===== src/include/parm_pkg.sv =====
// Shared constants and types for the secret-code gate and its terminal end
package parm_pkg;
	localparam int APP_W        = 2;
	localparam int NUM_APPS     = 4;
	localparam int CODE_W       = 32;
	localparam logic [1:0] MAX_WRONG = 2'h3;
	localparam logic [CODE_W-1:0] CODE_RESET   = 32'h00001234;
	localparam logic [CODE_W-1:0] UNBLK_RESET  = 32'h12345678;
	// Software register offsets of the terminal end
	localparam logic [3:0] REG_CMD      = 4'h0;
	localparam logic [3:0] REG_CODE     = 4'h1;
	localparam logic [3:0] REG_NEWCODE  = 4'h2;
	localparam logic [3:0] REG_RESULT   = 4'h3;
	localparam logic [3:0] REG_IRQSTAT  = 4'h4;
	localparam logic [3:0] REG_IRQMASK  = 4'h5;
	localparam logic [3:0] REG_APPSTATE = 4'h6;
	// Field positions
	localparam int CMD_OP_LSB   = 0;
	localparam int CMD_APP_LSB  = 4;
	localparam int RES_DONE     = 0;
	localparam int RES_OK       = 1;
	localparam int RES_LOCAL    = 2;
	localparam int ST_BLOCKED   = 0;
	localparam int ST_ENABLED   = 1;
	localparam int ST_ALLOWED   = 2;
	localparam int ST_UBLOCKED  = 3;
	localparam int ST_RIGHT     = 4;
	localparam int IRQ_DONE     = 0;
	localparam int IRQ_FAIL     = 1;
	localparam int IRQ_BLOCK    = 2;
	typedef enum logic [2:0] {
		OP_NONE,
		OP_VERIFY,
		OP_CHANGE,
		OP_DISABLE,
		OP_ENABLE,
		OP_UNBLOCK,
		OP_ABORT
	} parm_op_t;
endpackage


===== src/include/parm_if.sv =====
// Card command link between terminal end and card end
`timescale 1ns/100ps
`default_nettype none
interface parm_if
	import parm_pkg::*;
	();
	logic                  req;
	parm_op_t              op;
	logic [APP_W-1:0]      app;
	logic [CODE_W-1:0]     code;
	logic [CODE_W-1:0]     newCode;
	logic                  done;
	logic                  ok;
	logic [APP_W-1:0]      stApp;
	logic                  stBlocked;
	logic                  stEnabled;
	logic                  stAllowed;
	logic                  stUnblkBlocked;
	logic                  stRight;
	modport card (
		input  req, op, app, code, newCode, stApp,
		output done, ok, stBlocked, stEnabled, stAllowed, stUnblkBlocked,
		stRight
	);
	modport term (
		output req, op, app, code, newCode, stApp,
		input  done, ok, stBlocked, stEnabled, stAllowed, stUnblkBlocked,
		stRight
	);
endinterface
`default_nettype wire


===== src/rtl/parm_term.sv =====
// Terminal end: runs code procedures on software command
//
// Our own choices: strobed register access and the register addresses.
`timescale 1ns/100ps
`default_nettype none
module parm_term
	import parm_pkg::*;
	(
	// Clock and reset
	input  wire logic              clock,
	input  wire logic              resetn,
	// Software port
	input  wire logic [3:0]        addr,
	input  wire logic [31:0]       wdata,
	input  wire logic              wr,
	input  wire logic              rd,
	output logic      [31:0]       rdata,
	output logic                   irq,
	// Link to card
	parm_if.term                   lnk
	);
	import parm_pkg::*;

	typedef enum {S_IDLE, S_SETTLE, S_CHECK, S_SEND, S_WAIT} parm_tstate_t;
	parm_tstate_t state;
	parm_op_t     op;
	logic [APP_W-1:0]  app;
	logic [CODE_W-1:0] code;
	logic [CODE_W-1:0] newCode;
	logic resDone;
	logic resOk;
	logic resLocal;
	logic [2:0] irqStat;
	logic [2:0] irqMask;
	logic [2:0] irqSet;
	logic       start;
	logic       localEnd;
	logic       localOk;

	assign start = wr && addr == REG_CMD && state == S_IDLE;

	// Pre-checks decided without invoking the card function
	always_comb
	begin
		localEnd = 1'b0;
		localOk  = 1'b0;
		case (op)
			OP_VERIFY:
			begin
				localEnd = lnk.stBlocked || !lnk.stEnabled;
				localOk  = !lnk.stEnabled;
			end
			OP_CHANGE:
				localEnd = lnk.stBlocked || !lnk.stEnabled;
			OP_DISABLE:
				localEnd = lnk.stBlocked || !lnk.stEnabled
					|| !lnk.stAllowed;
			OP_ENABLE:
				localEnd = lnk.stBlocked || lnk.stEnabled
					|| !lnk.stAllowed;
			OP_UNBLOCK:
				localEnd = lnk.stUnblkBlocked;
			default:
				localEnd = 1'b1;
		endcase
	end

	// Procedure sequencer
	always_ff @(posedge clock or negedge resetn)
	begin
		if (!resetn)
			state <= S_IDLE;
		else
			case (state)
				// Settle lets the state readback follow a new application
				S_IDLE:   if (start) state <= S_SETTLE;
				S_SETTLE: state <= S_CHECK;
				S_CHECK: state <= localEnd ? S_IDLE : S_SEND;
				S_SEND:  state <= S_WAIT;
				S_WAIT:  if (lnk.done) state <= S_IDLE;
				default: state <= S_IDLE;
			endcase
	end

	// Operands from software
	always_ff @(posedge clock or negedge resetn)
	begin
		if (!resetn)
		begin
			op      <= OP_NONE;
			app     <= '0;
			code    <= '0;
			newCode <= '0;
		end
		else
		begin
			if (start)
			begin
				op  <= parm_op_t'(wdata[CMD_OP_LSB +: 3]);
				app <= wdata[CMD_APP_LSB +: APP_W];
			end
			if (wr && addr == REG_CODE)
				code <= wdata[CODE_W-1:0];
			if (wr && addr == REG_NEWCODE)
				newCode <= wdata[CODE_W-1:0];
		end
	end

	assign lnk.req     = state == S_SEND;
	assign lnk.op      = op;
	assign lnk.app     = app;
	assign lnk.code    = code;
	assign lnk.newCode = newCode;
	assign lnk.stApp   = app;

	// Result register
	always_ff @(posedge clock or negedge resetn)
	begin
		if (!resetn)
		begin
			resDone  <= 1'b0;
			resOk    <= 1'b0;
			resLocal <= 1'b0;
		end
		else if (start)
			resDone <= 1'b0;
		else if (state == S_CHECK && localEnd)
		begin
			resDone  <= 1'b1;
			resOk    <= localOk;
			resLocal <= 1'b1;
		end
		else if (state == S_WAIT && lnk.done)
		begin
			resDone  <= 1'b1;
			resOk    <= lnk.ok;
			resLocal <= 1'b0;
		end
	end

	always_comb
	begin
		irqSet = 3'h0;
		if ((state == S_CHECK && localEnd) || (state == S_WAIT && lnk.done))
		begin
			irqSet[IRQ_DONE] = 1'b1;
			irqSet[IRQ_FAIL] = state == S_CHECK ? !localOk : !lnk.ok;
		end
		if (state == S_WAIT && lnk.done && !lnk.ok && op != OP_UNBLOCK)
			irqSet[IRQ_BLOCK] = 1'b1;
	end

	// Sticky status, cleared by read; a new event wins
	always_ff @(posedge clock or negedge resetn)
	begin
		if (!resetn)
			irqStat <= 3'h0;
		else if (rd && addr == REG_IRQSTAT)
			irqStat <= irqSet;
		else
			irqStat <= irqStat | irqSet;
	end

	always_ff @(posedge clock or negedge resetn)
	begin
		if (!resetn)
			irqMask <= 3'h0;
		else if (wr && addr == REG_IRQMASK)
			irqMask <= wdata[2:0];
	end

	assign irq = |(irqStat & irqMask);

	// Read data, one cycle after the strobe
	always_ff @(posedge clock or negedge resetn)
	begin
		if (!resetn)
			rdata <= 32'h0;
		else if (rd)
			case (addr)
				REG_CMD:      rdata <= {26'h0, app, 1'b0, op};
				REG_CODE:     rdata <= code;
				REG_NEWCODE:  rdata <= newCode;
				REG_RESULT:   rdata <= {28'h0, state != S_IDLE,
					resLocal, resOk, resDone};
				REG_IRQSTAT:  rdata <= {29'h0, irqStat};
				REG_IRQMASK:  rdata <= {29'h0, irqMask};
				REG_APPSTATE: rdata <= {27'h0, lnk.stRight,
					lnk.stUnblkBlocked, lnk.stAllowed, lnk.stEnabled,
					lnk.stBlocked};
				default:      rdata <= 32'h0;
			endcase
		else
			rdata <= 32'h0;
	end
endmodule
`default_nettype wire


===== src/flat_wrapper.sv =====
// flat-port wrapper written by rule: the top's interface ports become plain ports
module parm_term_flat import parm_pkg::*;
  (clock, resetn, addr, wdata, wr, rd, rdata, irq, lnk_req, lnk_op, lnk_app, lnk_code, lnk_newCode, lnk_stApp, lnk_done, lnk_ok, lnk_stBlocked, lnk_stEnabled, lnk_stAllowed, lnk_stUnblkBlocked, lnk_stRight);
  parm_if lnk_i ();
  input  wire logic clock;
  input  wire logic resetn;
  input  wire logic [3:0] addr;
  input  wire logic [31:0] wdata;
  input  wire logic wr;
  input  wire logic rd;
  output logic      [31:0] rdata;
  output logic irq;
  output wire logic [$bits(lnk_i.req)-1:0] lnk_req;
  output wire logic [$bits(lnk_i.op)-1:0] lnk_op;
  output wire logic [$bits(lnk_i.app)-1:0] lnk_app;
  output wire logic [$bits(lnk_i.code)-1:0] lnk_code;
  output wire logic [$bits(lnk_i.newCode)-1:0] lnk_newCode;
  output wire logic [$bits(lnk_i.stApp)-1:0] lnk_stApp;
  input wire logic [$bits(lnk_i.done)-1:0] lnk_done;
  input wire logic [$bits(lnk_i.ok)-1:0] lnk_ok;
  input wire logic [$bits(lnk_i.stBlocked)-1:0] lnk_stBlocked;
  input wire logic [$bits(lnk_i.stEnabled)-1:0] lnk_stEnabled;
  input wire logic [$bits(lnk_i.stAllowed)-1:0] lnk_stAllowed;
  input wire logic [$bits(lnk_i.stUnblkBlocked)-1:0] lnk_stUnblkBlocked;
  input wire logic [$bits(lnk_i.stRight)-1:0] lnk_stRight;
  assign lnk_req = lnk_i.req;
  assign lnk_op = lnk_i.op;
  assign lnk_app = lnk_i.app;
  assign lnk_code = lnk_i.code;
  assign lnk_newCode = lnk_i.newCode;
  assign lnk_stApp = lnk_i.stApp;
  assign lnk_i.done = lnk_done;
  assign lnk_i.ok = lnk_ok;
  assign lnk_i.stBlocked = lnk_stBlocked;
  assign lnk_i.stEnabled = lnk_stEnabled;
  assign lnk_i.stAllowed = lnk_stAllowed;
  assign lnk_i.stUnblkBlocked = lnk_stUnblkBlocked;
  assign lnk_i.stRight = lnk_stRight;
  parm_term u_core (.clock(clock), .resetn(resetn), .addr(addr), .wdata(wdata), .wr(wr), .rd(rd), .rdata(rdata), .irq(irq), .lnk(lnk_i));
endmodule

===== config.mk =====
export PLATFORM = sky130hd
export DESIGN_NAME = parm_term_flat
export DESIGN_NICKNAME = d
export VERILOG_FILES = /design/src/include/parm_pkg.sv /design/src/include/parm_if.sv /design/src/rtl/parm_term.sv /design/src/flat_wrapper.sv
export SDC_FILE = /design/constraint.sdc
export NUM_CORES = 1
export LEC_CHECK = 0
export ABC_CLOCK_PERIOD_IN_PS = 1550
export BUFFER_PORTS_ARGS = -buffer_cell sky130_fd_sc_hd__buf_4
export CORE_AREA = 2 2 111 113
export DETAILED_ROUTE_END_ITERATION = 7
export DIE_AREA = 0 0 113 115
export PLACE_DENSITY_LB_ADDON = 0.08
export SLEW_MARGIN = 20
export SYNTH_ARGS = -nofsm -noshare
export SYNTH_HDL_FRONTEND = slang
export SYNTH_SLANG_ARGS = --single-unit

===== constraint.sdc =====
create_clock -name clock -period 1.55 [get_ports clock]
set_input_delay 0.31 -clock clock [delete_from_list [all_inputs] [get_ports clock]]
set_output_delay 0.31 -clock clock [all_outputs]
set_load 0.05 [all_outputs]

Word-level counts from Yosys, hierarchy flattened
Cells that the tools add are included.
{"block": "totals", "reg_bits": 142, "output_inout_bits": 105, "inputBits": 47}
{"block": "op_classes", "eq_ne": 21, "reduce_logical": 29, "bitwise_logic": 3, "mux": 19}
{"op": "$pmux 32 s7", "count": 1}
{"op": "$pmux 32 s5", "count": 1}
{"op": "$eq 32x3->1 const B", "count": 3}
{"op": "$mux 32", "count": 3}
{"op": "$eq 32x2->1 const B", "count": 2}
{"op": "$logic_not 32->1", "count": 2}
{"op": "$eq 32x1->1 const B", "count": 1}
{"op": "$eq 32x4->1 const B", "count": 1}
{"op": "$reduce_bool 32->1", "count": 1}
{"op": "$eq 4x3->1 const B", "count": 3}
{"op": "$logic_and 1x1->1", "count": 10}
{"op": "$mux 1", "count": 10}
{"op": "$eq 4x2->1 const B", "count": 2}
{"op": "$eq 3x2->1 const B", "count": 2}
{"op": "$eq 3x3->1 const B", "count": 2}
{"op": "$logic_or 1x1->1", "count": 5}
{"op": "$eq 4x1->1 const B", "count": 1}
{"op": "$logic_not 1->1", "count": 4}
{"op": "$logic_not 4->1", "count": 1}
{"op": "$mux 2", "count": 2}
{"op": "$pmux 1 s4", "count": 1}
{"op": "$reduce_and 2->1", "count": 2}
{"op": "$and 3x3->3", "count": 1}
{"op": "$eq 3x1->1 const B", "count": 1}
{"op": "10 further kinds", "count": 10}

Logic depth before layout (Yosys ltp)
{"block": "logic_depth", "word_depth": 9, "ltp_mapped": 6, "depth_no_buf": 4}

Worst setup path after synthesis
No wires, ideal clock.
{"block": "synth_path", "path_kind": "reg2reg", "from": "register u_core.op[1] (netlist: u_core.lnk.op[1])", "to": "register u_core.resLocal", "required_ps": 1423, "arrival_time_ps": 1663, "setup_time_ps": 127, "path_buffers": 0, "path_slack_ps": -241, "stages_incl_launch_ff": 5, "cell_sequence": "dfrtp_1 or4b_2 nand4_1 a31o_2 o21ai_0"}
{"block": "synth_between", "elab_chain_len": 6}
{"element": "from (decl)", "line_no": "parm_term.sv:26", "source": "parm_op_t op;"}
{"element": "from (signal assigned)", "line_no": "parm_term.sv:99", "source": "op <= parm_op_t'(wdata[CMD_OP_LSB +: 3]);"}
{"element": "$eq 3x1->1 / $eq 3x2->1 (equally long branches)", "line_no": "parm_term.sv:47", "source": "case (op)"}
{"element": "$reduce_or 2->1 (no line)"}
{"element": "$pmux 1 s4 (*)", "line_no": "parm_term.sv:47"}
{"element": "$logic_and 1x1->1 (*)", "line_no": "parm_term.sv:127", "source": "else if (state == S_CHECK && localEnd)"}
{"element": "$reduce_bool 2->1 (no line)"}
{"element": "$reduce_and 2->1 (no line)"}
{"element": "to (signal assigned)", "line_no": "parm_term.sv:123", "source": "resLocal <= 1'b0;"}
{"element": "to (signal assigned)", "line_no": "parm_term.sv:131", "source": "resLocal <= 1'b1;"}
{"element": "to (signal assigned)", "line_no": "parm_term.sv:137", "source": "resLocal <= 1'b0;"}
{"element": "to (decl)", "line_no": "parm_term.sv:32", "source": "logic resLocal;"}
Mark *: on every way between the ends. The rest lies on a longest branch, timed or not.
A chain may end at the register's enable or synchronous reset.

Final worst setup path
{"block": "layout_path", "from": "register u_core.irqMask[2]", "to": "output port irq"}
{"block": "layout_between", "elab_chain_len": 2}
{"element": "from (decl)", "line_no": "parm_term.sv:34", "source": "logic [2:0] irqMask;"}
{"element": "from (signal assigned)", "line_no": "parm_term.sv:169", "source": "irqMask <= wdata[2:0];"}
{"element": "$and 3x3->3", "line_no": "parm_term.sv:172", "source": "assign irq = |(irqStat & irqMask);"}
{"element": "$reduce_or 3->1", "line_no": "parm_term.sv:172"}
{"element": "to (decl)", "line_no": "flat_wrapper.sv:12", "source": "output logic irq;"}
Every way passes these cells.

==> flow_metrics.tcl <==
set metrics [dict create \
    status "complete, but fails checks" \
    violations "DRC, setup timing" \
    maxClockFrequency_mhz 583 \
    synth.lib_cells_used.distinct 41 \
    floorplan.initialDensity 0.393 \
    timing_worst_setup_path_type "reg -> out" \
    tritoncts.num_buffers 17 \
    dpl_wire_length_mm 8.59 \
    largest_voltage_drop_on_the_vdd_net_uv 919 \
    longest_individual_stage_delay_on_the_worst_path_ns 0.40 \
    yosys-top-cells-area "sky130_fd_sc_hd__dfrtp_1 61%, sky130_fd_sc_hd__mux2_2 18%, sky130_fd_sc_hd__a22oi_1 5.2%, sky130_fd_sc_hd__nor2_1 2.4%, sky130_fd_sc_hd__buf_2 1.4%" \
    synth_cell_area_mm2 0.00464 \
    first_global_vias 3712 \
    layout_cells_sized_above_1 0.567 \
    top_level_ports 152 \
    area_growth_pct 47.9 \
    hold_path_class "in -> reg" \
    clock-root-buffer "sky130_fd_sc_hd__clkbuf_16" \
    postSynthRegisterBits 113 \
    drtAntennaViolNets 0 \
    post-route-min-period_ns 1.72 \
    crit_path_start_kind "flop" \
    clock_sink_count 113 \
    worstSetupEndpointType "primary output" \
    yosysSeqAreaShare 0.609 \
    cts.path.max_buffers 2 \
    finalWirelength_mm 12.5 \
    clk_transition_reported_paths_ns 0.05 \
    drt-pass1-iter-count 7 \
    p_per_cell_area_mw_per_mm2 1670 \
    post_synth_inst_count 347 \
    finalWeightedCongestion 0.848 \
    synth.net_count 394 \
    worst_slew_pin_slew_ns 0.386 \
    cellLeakagePower_uw 0.00330 \
    finalSetupTns_ns -0.165 \
    cts_max_level 4 \
    clock_insertion_delay_worst_skew_ns 0.41 \
    critical_path_buf_inv_count 2 \
    crit_path_cell_trace "a222oi_1, inv_1, buf_6" \
    setup_violations 1 \
    vias 3527 \
    maxSlewViolCount 0 \
    yosysTopAreaCellShare 0.609 \
    maxCapViolCount 0 \
    synthDominantAreaCellType "sky130_fd_sc_hd__dfrtp_1" \
    drt_drc_violations_left 8 \
    synth-warning-count 0 \
    gr-total-overflow 0 \
    grt_setup_unrepaired "yes" \
    crit_path_required_time_ns 1.24 \
    timing.critical_path.fanout_max 2 \
    worst_slew_margin_rel 0.742 \
    std_cell_rows 40 \
    critical-path-top-delay-family "flip-flops" \
    design.core.area_mm2 0.0118 \
    antenna_found_initial 0 \
    r2r_setup_slack_ns 0.07 \
    finish.net_count 574 \
    fin_crit_sh 1.11 \
    crit_path_top_delay_cell "sky130_fd_sc_hd__dfrtp_1" \
    grt_pass1_wl_mm 19.7 \
    insertedDiodeCount 0 \
    numPortBuffers 151 \
    skew_ns 0.00766 \
    floorplan.die_area_mm2 0.0130 \
    synth.avg_cell_area_um2 13.4 \
    gr-usage-all-layers 0.199 \
    cts_tree "built" \
    holdWs_ns 0.0958 \
    routed_via_density 5.13 \
    routed_length_per_placed_instance_um 18.2 \
    maximum_number_of_pins_on_one_net_before_global_route_repair 52 \
    worst_setup_slack_after_layout_ns -0.165 \
    dieHeight_um 115 \
    dieWidth_um 113 \
    hold_viol 0 \
    drt_first_iter_violations 218 \
    critical_path_at_ns 1.41 \
    fin_total_pwr_uw 11500 \
]
[stage by stage]
step	cell area (um^2)	setup slack, ns	utilization	std cells
2_1_floorplan	4660	-0.0761	-	347
3_3_place_gp	6180	-0.0481	0.523	651
3_5_place_dp	6180	-0.0636	0.523	651
4_1_cts	6840	-0.185	0.579	687
5_1_grt	6870	-0.210	0.581	687
6_report	6870	-0.165	0.581	687
[flip-flops by register name, indices dropped and copies added (netlist names), 2 cells and up]
register            count
u_core.lnk.code        32
u_core.lnk.newCode     32
u_core.rdata           32
u_core.irqMask          3
u_core.irqStat          3
u_core.lnk.op           3
u_core.state            3
u_core.lnk.app          2
[final timing paths]
kind                                                from  cells past startpoint                            endpoint
hold reg to reg               u_core.resDone$_DFFE_PN0P_                      2          u_core.resDone$_DFFE_PN0P_
hold / removal                                  lnk_done                      2         u_core.state[2]$_DFFE_PN0P_
max in group asynchronous                         resetn                      3  u_core.lnk.newCode[21]$_DFFE_PN0P_
min in group asynchronous                         resetn                      2          u_core.resDone$_DFFE_PN0P_
setup / recovery           u_core.irqMask[2]$_DFFE_PN0P_                      3                                 irq
setup reg to reg            u_core.lnk.op[1]$_DFFE_PN0P_                      4         u_core.irqStat[1]$_DFF_PN0_
[worst register-to-register path: cells and delay by family (launching register included)]
| family | cells | cell delay (ns) |
|---|---|---|
| simple gates | 2 | 0.67 |
| compound gates | 2 | 0.26 |
| flops | 1 | 0.43 |
[where the power goes]
group / switching (uW) / internal, uW / total (uW)
Clock: 1300 / 2750 / 4050
Sequential: 436 / 3470 / 3910
Combinational: 2300 / 1230 / 3530
[cells in the mapped netlist]
cell                         n
sky130_fd_sc_hd__nor3_1      2
sky130_fd_sc_hd__a22oi_1    32
sky130_fd_sc_hd__or3b_2      1
sky130_fd_sc_hd__nand2_1     9
sky130_fd_sc_hd__mux4_2      1
sky130_fd_sc_hd__or4b_1      1
sky130_fd_sc_hd__nor2b_1     4
sky130_fd_sc_hd__buf_4       2
sky130_fd_sc_hd__nor2b_2     1
sky130_fd_sc_hd__mux2i_1     1
sky130_fd_sc_hd__nor4b_1     1
sky130_fd_sc_hd__nor3b_1     1
sky130_fd_sc_hd__o21ai_0     4
sky130_fd_sc_hd__nand3_2     1
sky130_fd_sc_hd__nor3b_2     2
sky130_fd_sc_hd__and2b_1     1
sky130_fd_sc_hd__buf_2      13
sky130_fd_sc_hd__o22ai_1     1
sky130_fd_sc_hd__inv_1       3
sky130_fd_sc_hd__nand3_1     4
sky130_fd_sc_hd__mux2_2     76
sky130_fd_sc_hd__a31oi_1     2
sky130_fd_sc_hd__a22o_1      2
sky130_fd_sc_hd__and4bb_2    1
sky130_fd_sc_hd__nand2b_1    3
sky130_fd_sc_hd__clkbuf_1    7
sky130_fd_sc_hd__a221oi_1    1
sky130_fd_sc_hd__nor2_1     30
sky130_fd_sc_hd__a21oi_1     8
sky130_fd_sc_hd__nand3b_1    4
sky130_fd_sc_hd__dfrtp_1   113
sky130_fd_sc_hd__a21o_1      3
sky130_fd_sc_hd__nor4_1      3
sky130_fd_sc_hd__or3_1       1
sky130_fd_sc_hd__a31o_2      1
sky130_fd_sc_hd__and3b_1     1
sky130_fd_sc_hd__a222oi_1    2
sky130_fd_sc_hd__nand4_1     1
sky130_fd_sc_hd__or4b_2      1
sky130_fd_sc_hd__o21bai_1    1
sky130_fd_sc_hd__and2_0      1
[cell usage in the layout (no fill, tap or decap), types with 2 or more instances in the layout]
cell / count
sky130_fd_sc_hd__a222oi_1: 2
sky130_fd_sc_hd__nand3b_1: 4
sky130_fd_sc_hd__buf_12: 7
sky130_fd_sc_hd__a31oi_1: 2
sky130_fd_sc_hd__buf_6: 2
sky130_fd_sc_hd__dfrtp_2: 4
sky130_fd_sc_hd__a21oi_1: 8
sky130_fd_sc_hd__mux2_2: 76
sky130_fd_sc_hd__buf_4: 173
sky130_fd_sc_hd__nand2_2: 2
sky130_fd_sc_hd__nand2_1: 7
sky130_fd_sc_hd__inv_1: 3
sky130_fd_sc_hd__a21o_1: 3
sky130_fd_sc_hd__nor4_1: 2
sky130_fd_sc_hd__clkinv_2: 7
sky130_fd_sc_hd__dfrtp_1: 109
sky130_fd_sc_hd__o21ai_1: 3
sky130_fd_sc_hd__a22o_1: 2
sky130_fd_sc_hd__clkbuf_16: 17
sky130_fd_sc_hd__bufinv_16: 4
sky130_fd_sc_hd__clkbuf_8: 2
sky130_fd_sc_hd__a22oi_1: 32
sky130_fd_sc_hd__nand2b_1: 3
sky130_fd_sc_hd__nand3_1: 4
sky130_fd_sc_hd__nor3b_4: 2
sky130_fd_sc_hd__nor2_1: 30
sky130_fd_sc_hd__nor2b_1: 4
[per-layer routing]
layer / vias up / part of all wire / GRT usage
li1: 1619 / - / -
met1: 1773 / 0.41 / 0.246
met2: 122 / 0.50 / 0.313
met3: 13 / 0.080 / 0.0801
met4: 0 / 0.013 / 0.0829
met5: - / 0 / 0
[final cells by class]
type / instances / area (um^2)
clock buffers: 20 / 457
clock inverters: 12 / 163
fillers: 998 / 4940
repair buffers: 183 / 1470
inverters: 3 / 11.3
multi-input cells: 209 / 1750
well taps: 147 / 184
flip-flops and latches: 113 / 2830
[timing repair]
action,CTS,global route
pin swaps,1,3
endpoints found under the hold margin,17,0
hold buffers,1,0
setup buffers,3,0
gates cloned,0,0
setup endpoints to repair,2,13
resized for setup,2,6
[kinds of logic after synthesis]
family | after synthesis | synth area share
and+or+nand+nor | 74 | 0.0873
buffers and inverters | 25 | 0.0253
muxes | 78 | 0.191
DFF | 113 | 0.609
AOI/OAI and AO/OA | 57 | 0.0870
(Power assumes the default switching activity.)
